===== config.mk =====
export PLATFORM = sky130hd
export DESIGN_NAME = pjd_top
export DESIGN_NICKNAME = d
export VERILOG_FILES = /design/src/pjd_pkg.sv /design/src/pjd_top.sv
export SDC_FILE = /design/constraint.sdc
export NUM_CORES = 1
export LEC_CHECK = 0
export BUFFER_PORTS_ARGS = -buffer_cell sky130_fd_sc_hd__clkbuf_2
export CELL_PAD_IN_SITES_DETAIL_PLACEMENT = 0
export CELL_PAD_IN_SITES_GLOBAL_PLACEMENT = 1
export CORE_MARGIN = 2
export CORE_UTILIZATION = 35
export CTS_CLUSTER_SIZE = 28
export DETAILED_ROUTE_END_ITERATION = 6
export PLACE_DENSITY = 0.58
export SYNTH_ARGS = -nofsm -noshare
export SYNTH_HDL_FRONTEND = slang
export SYNTH_SLANG_ARGS = --single-unit

===== constraint.sdc =====
create_clock -name clk_in -period 8.25 [get_ports clk_in]
set_input_delay 2.475 -clock clk_in [delete_from_list [all_inputs] [get_ports clk_in]]
set_output_delay 2.475 -clock clk_in [all_outputs]
set_load 0.1 [all_outputs]

===== src/pjd_pkg.sv =====
// Shared constants and types for the paper jam detector.
package pjd_pkg;
  // ************************************************************
  // Clock and times
  // ************************************************************
  localparam int CLK_KHZ          = 100000;
  localparam int TRAY_TMO_MS      = 1000;
  localparam int STAPLE_TMO_MS    = 500;
  localparam int PUNCH_TMO_MS     = 200;
  localparam int TRAY_TMO_CYC     = TRAY_TMO_MS * CLK_KHZ;
  localparam int STAPLE_TMO_CYC   = STAPLE_TMO_MS * CLK_KHZ;
  localparam int PUNCH_TMO_CYC    = PUNCH_TMO_MS * CLK_KHZ;
  localparam logic [2:0] SETTLE_CYC = 3'h4;

  // ************************************************************
  // Feed distances in millimetres
  // ************************************************************
  localparam logic [15:0] INLET_DELAY_MM  = 16'd400;
  localparam logic [15:0] BUFFER_DELAY_MM = 16'd550;
  localparam logic [15:0] DLV_STRAIGHT_MM = 16'd476;
  localparam logic [15:0] DLV_BUFFER_MM   = 16'd772;

  // ************************************************************
  // Register map and fields
  // ************************************************************
  localparam logic [3:0] REG_CTRL      = 4'h0;
  localparam logic [3:0] REG_SHEET_LEN = 4'h4;
  localparam logic [3:0] REG_SCALE     = 4'h8;
  localparam logic [3:0] REG_STATUS    = 4'hc;
  localparam int CTRL_ENABLE = 0;
  localparam int CTRL_BUFFER = 1;
  localparam int CTRL_PUNCH  = 2;
  localparam int CTRL_CLEAR  = 3;
  localparam logic [2:0]  CTRL_RESET      = 3'h0;
  localparam logic [15:0] SHEET_LEN_RESET = 16'h012a;
  localparam logic [7:0]  SCALE_RESET     = 8'h01;
  localparam int STAT_JAM     = 16;
  localparam int STAT_REFUSED = 17;
  localparam int STAT_CAUSE   = 20;

  // ************************************************************
  // Synchronised pin vector positions
  // ************************************************************
  localparam int NPIN = 14;
  localparam int P_INLET = 0, P_DLV = 1, P_TRAY = 2, P_BUFP = 3, P_BUFE = 4;
  localparam int P_STHOME = 5, P_JOINT = 6, P_DOOR = 7, P_ILOCK = 8, P_PDOOR = 9;
  localparam int P_PHOME = 10, P_HDLV = 11, P_START = 12, P_FEED = 13;

  // ************************************************************
  // Jam causes, one flag bit each; cause code is bit index plus one
  // ************************************************************
  localparam int NJAM = 13;
  localparam int J_INLET_DLY = 0, J_INLET_STAT = 1, J_BUF_DLY = 2, J_BUF_STAT = 3;
  localparam int J_DLV_DLY = 4, J_DLV_STAT = 5, J_TRAY_STAT = 6, J_TIMING = 7;
  localparam int J_STAPLE = 8, J_POWER = 9, J_DOOR = 10, J_PUNCH = 11, J_STAY = 12;

  // Clearance check states, Gray coded along the path.
  typedef enum logic [1:0] {
    PJD_CL_IDLE  = 2'b00,
    PJD_CL_CHECK = 2'b01,
    PJD_CL_DONE  = 2'b11
  } pjd_clear_t;
endpackage : pjd_pkg


===== src/pjd_top.sv =====
// Paper jam detector: sensor windows, jam flags, clearance check, Wishbone registers.
//
// Functional notes
// - Jam is sensor presence compared against expected state at feed points.
// - Any jam halts delivery and signals the host.
// - Clearance with doors closed rechecks path sensors; paper resends removal request.
// - Upper and lower tray paper sensors never take part in jam checks.
// - Inlet delay jam: no inlet paper within 400 mm after host delivery.
// - Inlet stationary jam: inlet still on after twice sheet length.
// - Buffer delay jam: no buffer sensor paper within 550 mm after inlet on.
// - Buffer stationary jam: buffer sensor still on after twice sheet length.
// - Straight path delivery delay jam: no delivery paper within 476 mm.
// - Buffer path delivery delay jam: no delivery paper within 772 mm.
// - Delivery stationary jam: delivery sensor on after twice sheet length.
// - Stapling tray jam: sheet not cleared 1 s after delivery motor on.
// - Timing jam: inlet sees a sheet before host delivery signal.
// - Staple jam: home sensor not back within 0.5 s in forward rotation.
// - Power-on jam: any path sensor except the buffer path sensor sees paper at power-up.
// - Door open jam during operation, puncher door included when fitted.
// - Punch jam: punch home not back on within 200 ms.
// - Host holds start signal while feeding; a drop flags a stay jam.
//
// Register access over Wishbone and the address map are this design's own decisions.
`timescale 1ns/1ps
`default_nettype none
module pjd_top
  import pjd_pkg::*;
#(
  parameter int TRAY_TMO   = TRAY_TMO_CYC,
  parameter int STAPLE_TMO = STAPLE_TMO_CYC,
  parameter int PUNCH_TMO  = PUNCH_TMO_CYC
) (
  // Clock and reset.
  input  wire logic        clk_in,
  input  wire logic        rst_in,
  // Wishbone slave.
  input  wire logic        wb_cyc_in,
  input  wire logic        wb_stb_in,
  input  wire logic        wb_we_in,
  input  wire logic [3:0]  wb_adr_in,
  input  wire logic [3:0]  wb_sel_in,
  input  wire logic [31:0] wb_dat_in,
  output logic      [31:0] wb_dat_out,
  output logic             wb_ack_out,
  // Paper sensors, high when paper is present.
  input  wire logic        inlet_paper_sensor_in,
  input  wire logic        delivery_paper_sensor_in,
  input  wire logic        staple_tray_paper_sensor_in,
  input  wire logic        buffer_path_paper_sensor_in,
  input  wire logic        buffer_entry_paper_sensor_in,
  input  wire logic        upper_tray_paper_sensor_in,
  input  wire logic        lower_tray_paper_sensor_in,
  // Home sensors, high at home; door inputs, high when open.
  input  wire logic        staple_home_sensor_in,
  input  wire logic        punch_home_sensor_in,
  input  wire logic        joint_sensor_in,
  input  wire logic        door_open_sensor_in,
  input  wire logic        door_interlock_switch_in,
  input  wire logic        puncher_front_door_switch_in,
  // Host signals and feed motor pulses.
  input  wire logic        host_delivery_in,
  input  wire logic        finisher_start_in,
  input  wire logic        feed_pulse_in,
  // Motor commands from the local sequencer, same clock.
  input  wire logic        delivery_drive_motor_on_in,
  input  wire logic        staple_drive_motor_fwd_in,
  // Outputs to the host and the sequencer.
  output logic             jam_out,
  output logic             delivery_halt_out,
  output logic             removal_request_out
);
  // ************************************************************
  // Pin synchronisers
  // ************************************************************
  logic [NPIN-1:0] pins, s1, s2, s3, pin, pin_d;
  logic [15:0] sheet_len;
  logic [7:0]  scale, pulse_cnt;
  logic [2:0]  ctrl;
  logic [NJAM-1:0] flags, set_jam;
  logic [3:0]  cause;
  logic        refused, clear_pulse, mm_tick, any_jam, expect_sheet, feeding;
  logic [2:0]  po_cnt;
  logic        po_done;
  pjd_clear_t  cl_state;

  // Upper and lower tray sensors are not gathered here.
  // tray sensors excluded
  assign pins = {feed_pulse_in, finisher_start_in, host_delivery_in, punch_home_sensor_in,
                 puncher_front_door_switch_in, door_interlock_switch_in,
                 door_open_sensor_in, joint_sensor_in, staple_home_sensor_in,
                 buffer_entry_paper_sensor_in, buffer_path_paper_sensor_in,
                 staple_tray_paper_sensor_in, delivery_paper_sensor_in,
                 inlet_paper_sensor_in};

  // Three stages per pin; a level is taken only once stages two and three agree.
  genvar gi;
  generate
    for (gi = 0; gi < NPIN; gi++) begin : g_sync
      always_ff @(posedge clk_in) begin
        if (rst_in) begin
          s1[gi]    <= 1'b0;
          s2[gi]    <= 1'b0;
          s3[gi]    <= 1'b0;
          pin[gi]   <= 1'b0;
          pin_d[gi] <= 1'b0;
        end else begin
          s1[gi] <= pins[gi];
          s2[gi] <= s1[gi];
          s3[gi] <= s2[gi];
          if (s2[gi] == s3[gi]) begin
            pin[gi] <= s3[gi];
          end
          pin_d[gi] <= pin[gi];
        end
      end
    end
  endgenerate

  logic [NPIN-1:0] rise, fall;
  assign rise = pin & ~pin_d;
  assign fall = ~pin & pin_d;
  assign any_jam = |flags;

  // ************************************************************
  // Feed distance scaling
  // ************************************************************
  // pulses to mm
  always_ff @(posedge clk_in) begin
    if (rst_in) begin
      pulse_cnt <= 8'h00;
      mm_tick   <= 1'b0;
    end else begin
      mm_tick <= 1'b0;
      if (rise[P_FEED]) begin
        if (pulse_cnt + 8'h01 >= scale) begin
          pulse_cnt <= 8'h00;
          mm_tick   <= 1'b1;
        end else begin
          pulse_cnt <= pulse_cnt + 8'h01;
        end
      end
    end
  end

  // ************************************************************
  // Distance windows, one counter each
  // ************************************************************
  logic [5:0]  w_start, w_stop, w_active, w_hit;
  logic [15:0] w_limit [6];
  logic [15:0] w_cnt   [6];
  logic        run;
  assign run = ctrl[CTRL_ENABLE] & ~any_jam;

  // Expected presence points along the feed.
  // sensor versus expected
  always_comb begin
    w_start = '0;
    w_stop  = '0;
    w_start[J_INLET_DLY]  = rise[P_HDLV];
    w_stop[J_INLET_DLY]   = rise[P_INLET];
    w_start[J_INLET_STAT] = rise[P_INLET];
    w_stop[J_INLET_STAT]  = fall[P_INLET];
    w_start[J_BUF_DLY]    = rise[P_INLET] & ctrl[CTRL_BUFFER];
    w_stop[J_BUF_DLY]     = rise[P_BUFP];
    w_start[J_BUF_STAT]   = rise[P_BUFP];
    w_stop[J_BUF_STAT]    = fall[P_BUFP];
    w_start[J_DLV_DLY]    = rise[P_INLET];
    w_stop[J_DLV_DLY]     = rise[P_DLV];
    w_start[J_DLV_STAT]   = rise[P_DLV];
    w_stop[J_DLV_STAT]    = fall[P_DLV];
  end

  // Stationary limits use twice the programmed sheet length.
  assign w_limit[J_INLET_DLY]  = INLET_DELAY_MM;
  assign w_limit[J_INLET_STAT] = {sheet_len[14:0], 1'b0};
  assign w_limit[J_BUF_DLY]    = BUFFER_DELAY_MM;
  assign w_limit[J_BUF_STAT]   = {sheet_len[14:0], 1'b0};
  assign w_limit[J_DLV_DLY]    = ctrl[CTRL_BUFFER] ? DLV_BUFFER_MM : DLV_STRAIGHT_MM;
  assign w_limit[J_DLV_STAT]   = {sheet_len[14:0], 1'b0};

  // A start restarts the window even if a stop comes in the same cycle.
  generate
    for (gi = 0; gi < 6; gi++) begin : g_win
      always_ff @(posedge clk_in) begin
        if (rst_in) begin
          w_active[gi] <= 1'b0;
          w_cnt[gi]    <= 16'h0000;
        end else if (!run) begin
          w_active[gi] <= 1'b0;
          w_cnt[gi]    <= 16'h0000;
        end else if (w_start[gi]) begin
          w_active[gi] <= 1'b1;
          w_cnt[gi]    <= 16'h0000;
        end else if (w_stop[gi] || w_hit[gi]) begin
          w_active[gi] <= 1'b0;
        end else if (mm_tick && w_cnt[gi] != 16'hffff) begin
          w_cnt[gi] <= w_cnt[gi] + 16'h0001;
        end
      end
      assign w_hit[gi] = w_active[gi] & ~w_stop[gi] & (w_cnt[gi] >= w_limit[gi]);
    end
  endgenerate

  // ************************************************************
  // Time windows: stapling tray, staple, punch
  // ************************************************************
  logic [2:0]  t_start, t_stop, t_active, t_hit;
  logic [31:0] t_cnt [3];
  logic [31:0] t_limit [3];
  assign t_limit[0] = 32'(TRAY_TMO);
  assign t_limit[1] = 32'(STAPLE_TMO);
  assign t_limit[2] = 32'(PUNCH_TMO);
  logic motor_d;

  always_ff @(posedge clk_in) begin
    if (rst_in) begin
      motor_d <= 1'b0;
    end else begin
      motor_d <= delivery_drive_motor_on_in;
    end
  end

  assign t_start[0] = delivery_drive_motor_on_in & ~motor_d & pin[P_TRAY];
  assign t_stop[0]  = ~pin[P_TRAY];
  assign t_start[1] = fall[P_STHOME] & staple_drive_motor_fwd_in;
  assign t_stop[1]  = rise[P_STHOME];
  assign t_start[2] = fall[P_PHOME] & ctrl[CTRL_PUNCH];
  assign t_stop[2]  = rise[P_PHOME];

  generate
    for (gi = 0; gi < 3; gi++) begin : g_tmr
      always_ff @(posedge clk_in) begin
        if (rst_in || !run) begin
          t_active[gi] <= 1'b0;
          t_cnt[gi]    <= 32'h0000_0000;
        end else if (t_start[gi]) begin
          t_active[gi] <= 1'b1;
          t_cnt[gi]    <= 32'h0000_0001;
        end else if (t_stop[gi] || t_hit[gi]) begin
          t_active[gi] <= 1'b0;
        end else if (t_active[gi]) begin
          t_cnt[gi] <= t_cnt[gi] + 32'h0000_0001;
        end
      end
      assign t_hit[gi] = t_active[gi] & ~t_stop[gi] & (t_cnt[gi] >= t_limit[gi]);
    end
  endgenerate

  // ************************************************************
  // Event jams: timing, power-on, door, stay
  // ************************************************************
  // The host delivery announcement is held until the inlet sees the sheet.
  always_ff @(posedge clk_in) begin
    if (rst_in) begin
      expect_sheet <= 1'b0;
    end else if (rise[P_HDLV]) begin
      expect_sheet <= 1'b1;
    end else if (rise[P_INLET]) begin
      expect_sheet <= 1'b0;
    end
  end

  // Power-up check waits for the synchronisers to fill first.
  always_ff @(posedge clk_in) begin
    if (rst_in) begin
      po_cnt  <= 3'h0;
      po_done <= 1'b0;
    end else if (!po_done) begin
      po_cnt  <= po_cnt + 3'h1;
      po_done <= (po_cnt == SETTLE_CYC);
    end
  end

  logic path_paper, door_open;
  assign path_paper = pin[P_INLET] | pin[P_DLV] | pin[P_TRAY] | pin[P_BUFP] | pin[P_BUFE];
  assign door_open  = pin[P_JOINT] | pin[P_DOOR] | pin[P_ILOCK] |
                      (ctrl[CTRL_PUNCH] & pin[P_PDOOR]);
  assign feeding    = |w_active | expect_sheet | path_paper;

  always_comb begin
    set_jam = '0;
    set_jam[5:0] = w_hit;
    set_jam[J_TRAY_STAT] = t_hit[0];
    set_jam[J_STAPLE]    = t_hit[1];
    set_jam[J_PUNCH]     = t_hit[2];
    set_jam[J_TIMING] = run & rise[P_INLET] & ~expect_sheet & ~rise[P_HDLV];
    set_jam[J_POWER]  = ~po_done & (po_cnt == SETTLE_CYC) &
                        (pin[P_INLET] | pin[P_DLV] | pin[P_TRAY] | pin[P_BUFE]);
    set_jam[J_DOOR]   = ctrl[CTRL_ENABLE] & door_open;
    set_jam[J_STAY]   = run & fall[P_START] & feeding;
  end

  // ************************************************************
  // Jam flags, cause code and host outputs
  // ************************************************************
  logic clear_ok;
  assign clear_ok = (cl_state == PJD_CL_CHECK) & ~door_open & ~path_paper;

  // New jams beat a clearance in the same cycle.
  // latch until cleared
  always_ff @(posedge clk_in) begin
    if (rst_in) begin
      flags <= '0;
      cause <= 4'h0;
    end else begin
      flags <= (clear_ok ? '0 : flags) | set_jam;
      if ((!any_jam || clear_ok) && |set_jam) begin
        for (int i = NJAM - 1; i >= 0; i--) begin
          if (set_jam[i]) begin
            cause <= 4'(i + 1);
          end
        end
      end else if (clear_ok) begin
        cause <= 4'h0;
      end
    end
  end

  // Halt and report follow the flags one cycle later.
  // halt and report
  always_ff @(posedge clk_in) begin
    if (rst_in) begin
      jam_out           <= 1'b0;
      delivery_halt_out <= 1'b0;
    end else begin
      jam_out           <= any_jam;
      delivery_halt_out <= any_jam;
    end
  end

  // ************************************************************
  // Clearance check
  // ************************************************************
  // recheck after removal
  always_ff @(posedge clk_in) begin
    if (rst_in) begin
      cl_state            <= PJD_CL_IDLE;
      removal_request_out <= 1'b0;
      refused             <= 1'b0;
    end else begin
      removal_request_out <= 1'b0;
      case (cl_state)
        PJD_CL_IDLE: begin
          if (clear_pulse && any_jam) begin
            cl_state <= PJD_CL_CHECK;
          end
        end
        PJD_CL_CHECK: begin
          cl_state <= PJD_CL_DONE;
          refused  <= door_open;
          if (!door_open && path_paper) begin
            removal_request_out <= 1'b1;
          end
        end
        PJD_CL_DONE: begin
          cl_state <= PJD_CL_IDLE;
        end
        default: begin
          cl_state <= PJD_CL_IDLE;
        end
      endcase
    end
  end

  // ************************************************************
  // Wishbone registers
  // ************************************************************
  logic wb_req;
  assign wb_req = wb_cyc_in & wb_stb_in & ~wb_ack_out;

  // Writes land on the same edge that raises the acknowledge, one per request.
  always_ff @(posedge clk_in) begin
    if (rst_in) begin
      ctrl        <= CTRL_RESET;
      sheet_len   <= SHEET_LEN_RESET;
      scale       <= SCALE_RESET;
      clear_pulse <= 1'b0;
    end else begin
      clear_pulse <= 1'b0;
      if (wb_req && wb_we_in) begin
        case (wb_adr_in)
          REG_CTRL: begin
            if (wb_sel_in[0]) begin
              ctrl        <= wb_dat_in[2:0];
              clear_pulse <= wb_dat_in[CTRL_CLEAR];
            end
          end
          REG_SHEET_LEN: begin
            if (wb_sel_in[0]) sheet_len[7:0]  <= wb_dat_in[7:0];
            if (wb_sel_in[1]) sheet_len[15:8] <= wb_dat_in[15:8];
          end
          REG_SCALE: begin
            if (wb_sel_in[0]) scale <= wb_dat_in[7:0];
          end
          default: begin
          end
        endcase
      end
    end
  end

  // Unmapped offsets read as zero and still acknowledge.
  always_ff @(posedge clk_in) begin
    if (rst_in) begin
      wb_ack_out <= 1'b0;
      wb_dat_out <= 32'h0000_0000;
    end else begin
      wb_ack_out <= wb_req;
      if (wb_req && !wb_we_in) begin
        case (wb_adr_in)
          REG_CTRL:      wb_dat_out <= {29'h0, ctrl};
          REG_SHEET_LEN: wb_dat_out <= {16'h0, sheet_len};
          REG_SCALE:     wb_dat_out <= {24'h0, scale};
          REG_STATUS:    wb_dat_out <= {8'h0, cause, 2'h0, refused, any_jam, 3'h0, flags};
          default:       wb_dat_out <= 32'h0000_0000;
        endcase
      end
    end
  end
endmodule : pjd_top
`default_nettype wire


Word level (Yosys, flattened, before mapping)

Memories as Yosys holds them, arrays and structs flattened.
Index checks and enable logic that the tools add are counted.

Bits in registers: 177
Memory bits (writable): 192
Bits of input ports: 63
Output and inout bits: 36
Word-level logic and storage cells: 453
Memories kept: 2

Memories:

| name  | words | width | read ports | clocked after Yosys merged registers in | write ports | RTL line       | RTL |
|---|---|---|---|---|---|---|---|
| t_cnt | 3     | 32    | 3          | 0                                       | 3           | pjd_top.sv:208 | `logic [31:0] t_cnt [3];` |
| w_cnt | 6     | 16    | 6          | 0                                       | 6           | pjd_top.sv:150 | `logic [15:0] w_cnt [6];` |

Add/subtract/negate cells: 11
$lt $le $gt $ge: 10
Eq/ne operators: 27
Muxes and demuxes: 155
Bitwise operators: 99
Reduce and logical (&&, ||, !) cells: 51

Operators by type and width:

| operator                | count |
|---|---|
| $mux W16                | 18 |
| $mux W32                | 6 |
| $mux W1                 | 110 |
| $add A16 B1 Y16 const B | 6 |
| $add A32 B1 Y32 const B | 3 |
| $ne A16 B16 Y1 const B  | 6 |
| $pmux W24 S4            | 1 |
| $mux W4                 | 15 |
| $ge A16 B16 Y1          | 3 |
| $and A1 B1 Y1           | 37 |
| $or A1 B1 Y1            | 34 |
| $ge A32 B25 Y1 const B  | 1 |
| $ge A32 B26 Y1 const B  | 1 |
| $ge A32 B27 Y1 const B  | 1 |
| $reduce_or A13 Y1       | 2 |
| $not A1 Y1              | 23 |
| $reduce_bool A2 Y1      | 11 |
| $ge A16 B10 Y1          | 1 |
| $ge A16 B10 Y1 const B  | 1 |
| $ge A16 B9 Y1 const B   | 1 |
| $and A14 B14 Y14        | 1 |
| $eq A1 B1 Y1            | 14 |
| $ne A14 B14 Y1 const B  | 1 |
| $not A14 Y14            | 1 |
| other kinds (26)        | 55 |

Longest topological paths before layout

Depth in word-level cells: 20
Gate-level depth with buffers: 10
Mapped depth without buffers: 10

Worst setup path after synthesis

Ideal clock, no wire load.

Kind: input to register
From: input rst_in
To: memory t_cnt[2][0] (enable)
Library setup time: 394 ps
Data arrival time: 4,136 ps
Data required time: 7,856 ps
Setup slack: 3,719 ps
Cell stages on the path: 4
Path buffers: 1
Path through: or2_1 > or4b_1 > clkbuf_1 > nand3_1

RTL lines:

| element         | RTL line       | RTL |
|---|---|---|
| start, declared | pjd_top.sv:35  | `input wire logic rst_in,` |
| end, declared   | pjd_top.sv:208 |  |

==> flow_summary_export.csv <==
group,metric,value,unit
timing,fin_skew,20.9,ps
finish,final_util,40.2,%
yosys,synth_xor_area_share,8.08,%
yosys,synth_edf_count,192,
yosys,synthAdderAreaFrac,5.55,%
power,p_per_area,195,mW/mm²
cts,cts_resized,0,
timing,setup_viol,0,
timing,rsz0062_at_grt,"no",
grt,grt-ovfl-total,0,
power,power.leakage,0.00744,µW
cts,h-tree-depth,2,
placement,hpwl,26800,µm
timing,finalHoldViolCount,0,
worst_setup_path,critPathRequiredTime,8460,ps
cts,cts_inserted_buffers,42,
run_status,status,"finished clean",
cts,hold_buffers,0,
timing,fin_crit_sh,57.6,%
job,drv_cap,0,
cts,clk_pin_slew,60,ps
worst_setup_path,path_class,"in -> reg",
worst_setup_path,cp_max_fo,68,
worst_setup_path,critPathCaptureType,"flop",
yosys,ys.flop_type,"edfxtp_1",
cts,ctsRootBufferMaster,"clkbuf_16",
drt,drc,0,
placement,placed_area,0.0182,mm²
yosys,synth_top_family_by_area,"simple AND/OR/NAND/NOR gates",
timing,maxSlewViolCount,0,
yosys,syn_area,0.0171,mm²
finish,layout.area.seq,0.00899,mm²
drt,totalWireLength,38900,µm
die,rows,81,
finish,finalNetCount,1924,
finish,final_area,0.0195,mm²
worst_setup_path,critPathLaunchType,"primary input",
yosys,synth-compound-area-share,8.25,%
drt,wl_per_cell,15.9,µm
timing,layout_setup_ws,3500,ps
yosys,synth_cells,1695,
drt,firstDrtPassIters,4,
finish,fillers,4755,
worst_setup_path,cp.arrival,4960,ps
timing,relSlewSlack,31.8,%
drt,via_per_inst,4.94,
die,design.core.area,0.0486,mm²
yosys,synth-seq-cells,353,
grt,grt_max_degree,82,
placement,place.gp.congestion,0.778,
cts,cts.sinks,353,
die,die_y,225,µm
yosys,synth_warnings,0,
power,total_power,3810,µW
yosys,async_flop_share,0,%
die,pin_count,99,
power,ir_worst_vdd,0.117,mV
finish,area_growth,14.1,%
hold_path,hold_path_class,"reg -> reg",
timing,final.setup.tns,0,ps
grt,grt_util_all_layers,15.5,%
cts,clockBufferDepth,3,
yosys,synthSimpleGateAreaFrac,20.7,%
grt,antenna_found_initial,1,
finish,drive_above_1_share,8.76,%
placement,dp_slack,2810,ps
die,start_util,35.2,%
placement,port_buffers,68,
drt,drtAntennaViolNets,0,
yosys,yosysSeqAreaShare,52.5,%
drt,dr.first_iter.drc_count,608,
finish,multi_input_area,0.00773,mm²
grt,grt_pass1_wl,63000,µm
yosys,synth_area_per_cell,10.1,µm²
cts,clk_latency,560,ps
die,die_x,225,µm
timing,fmax,211,MHz
grt,grt_pass1_vias,11825,
yosys,synthMuxAreaShare,1.97,%
cts,post_cts_buffers,0,
drt,num_vias,12042,
cts,cts_tree,"yes",
timing,worst_pin_slew,1020,ps
timing,period_needed,4750,ps
finish,antenna_cells,0,
die,dieArea,0.0507,mm²
yosys,ys_types,76,
[where the power goes]
group          switching, µW  internal, µW  leakage, µW
Combinational           58.7          23.3      0.00310
Sequential              9.27          1850      0.00364
Clock                    749          1120     0.000695
[cell families after synthesis]
group / count (synthesis)
muxes: 30
adders and majority gates: 76
DFF: 353
and+or+nand+nor: 741
buffers and inverters: 125
xor gates and xnor gates: 158
other: 1
AOI/OAI and AO/OA: 211
[area by class of cell]
| type | instances | area share (%) |
|---|---|---|
| multi-input cells | 1244 | 39.6 |
| inverters | 70 | 1.34 |
| flip-flops and latches | 353 | 46.0 |
| repair buffers | 74 | 2.00 |
| clock inverters | 19 | 0.762 |
| well taps | 622 | 3.98 |
| clock buffers | 56 | 6.34 |
[stage by stage]
step                std cells  hold slack, ps
floorplan                1722             414
global placement         2363             420
detailed placement       2363             427
CTS                      2438             443
global route             2438             460
finish                   2438             436
[path summary, 6_finish.rpt]
kind          startpoint     endpoint  slack (ps)  depth (start not counted)
max               rst_in  t_cnt[2][3]        3500                          5
min                s1[5]        s2[5]         440                          1
min reg2reg        s1[5]        s2[5]         440                          1
max reg2reg  w_cnt[5][7]  w_cnt[5][0]        4240                          7
[cell usage after synthesis (3+ instances only)]
cell	number	area, µm²
edfxtp_1	192	5770
o31ai_1	3	22.5
clkbuf_1	40	150
o21ai_1	5	25.0
and3_1	31	194
buf_4	11	82.6
nand3_1	92	460
o21ai_0	38	190
a22oi_1	17	128
nor2_1	290	1090
or3_1	6	37.5
inv_1	70	263
a211o_1	8	70.1
xor2_1	104	911
xnor2_1	54	473
nand2_1	124	465
and2_1	5	31.3
nor2b_1	63	394
a31o_2	4	35.0
mux4_2	3	67.6
a21o_1	7	52.6
nor4_1	9	56.3
a211oi_1	5	37.5
nand4_1	35	219
a21oi_1	68	340
dfxtp_1	161	3220
a22o_1	5	43.8
nor3_1	35	175
mux2i_1	27	270
a32o_1	9	90.1
o21a_1	5	37.5
nand3b_1	3	22.5
a41o_1	3	30.0
nand2b_1	16	100
and4_1	12	105
a31oi_1	8	50.1
or4_1	6	45.0
ha_1	76	951
[metal layers]
metal / vias to the layer above / track usage (%) / routed length, µm
met5: - / 0 / 0
met4: 0 / 3.65 / 626
met3: 45 / 3.10 / 1270
met2: 118 / 24.7 / 17800
met1: 5763 / 21.7 / 19200
li1: 6116 / - / -
[registers in the layout (all words and copies together), names as in the netlist, 3 cells and up]
signal      count
cause           4
ctrl            3
flags          13
pin            14
pin_d           8
po_cnt          3
pulse_cnt       8
s1             14
s2             14
s3             14
scale           8
sheet_len      16
t_active        3
t_cnt          96
w_active        6
w_cnt          96
wb_dat_out     22
[worst max-delay path, cell delays in order]
cell     delay, ps
buf_6          230
or2_1          530
or4b_1        1030
nand3_1        230
buf_4          400
[layout by cell type, fill, tap and decap left out, drive strengths merged, types with 6 or more instances in the layout]
master / count
clkinv: 15
or4: 8
xor2: 104
nor4: 10
conb: 28
dfxtp: 161
and4: 12
and3: 31
nor3: 35
mux2i: 27
buf: 7
nand2: 125
a22oi: 17
a21o: 7
edfxtp: 192
nor2b: 63
clkbuf: 123
a32o: 9
nand3: 92
a21oi: 69
nand2b: 16
ha: 76
nor2: 291
a31oi: 9
xnor2: 54
or3: 6
o21ai: 44
a211o: 8
inv: 72
nand4: 36
Note: power is estimated with default switching activity, not from simulation.
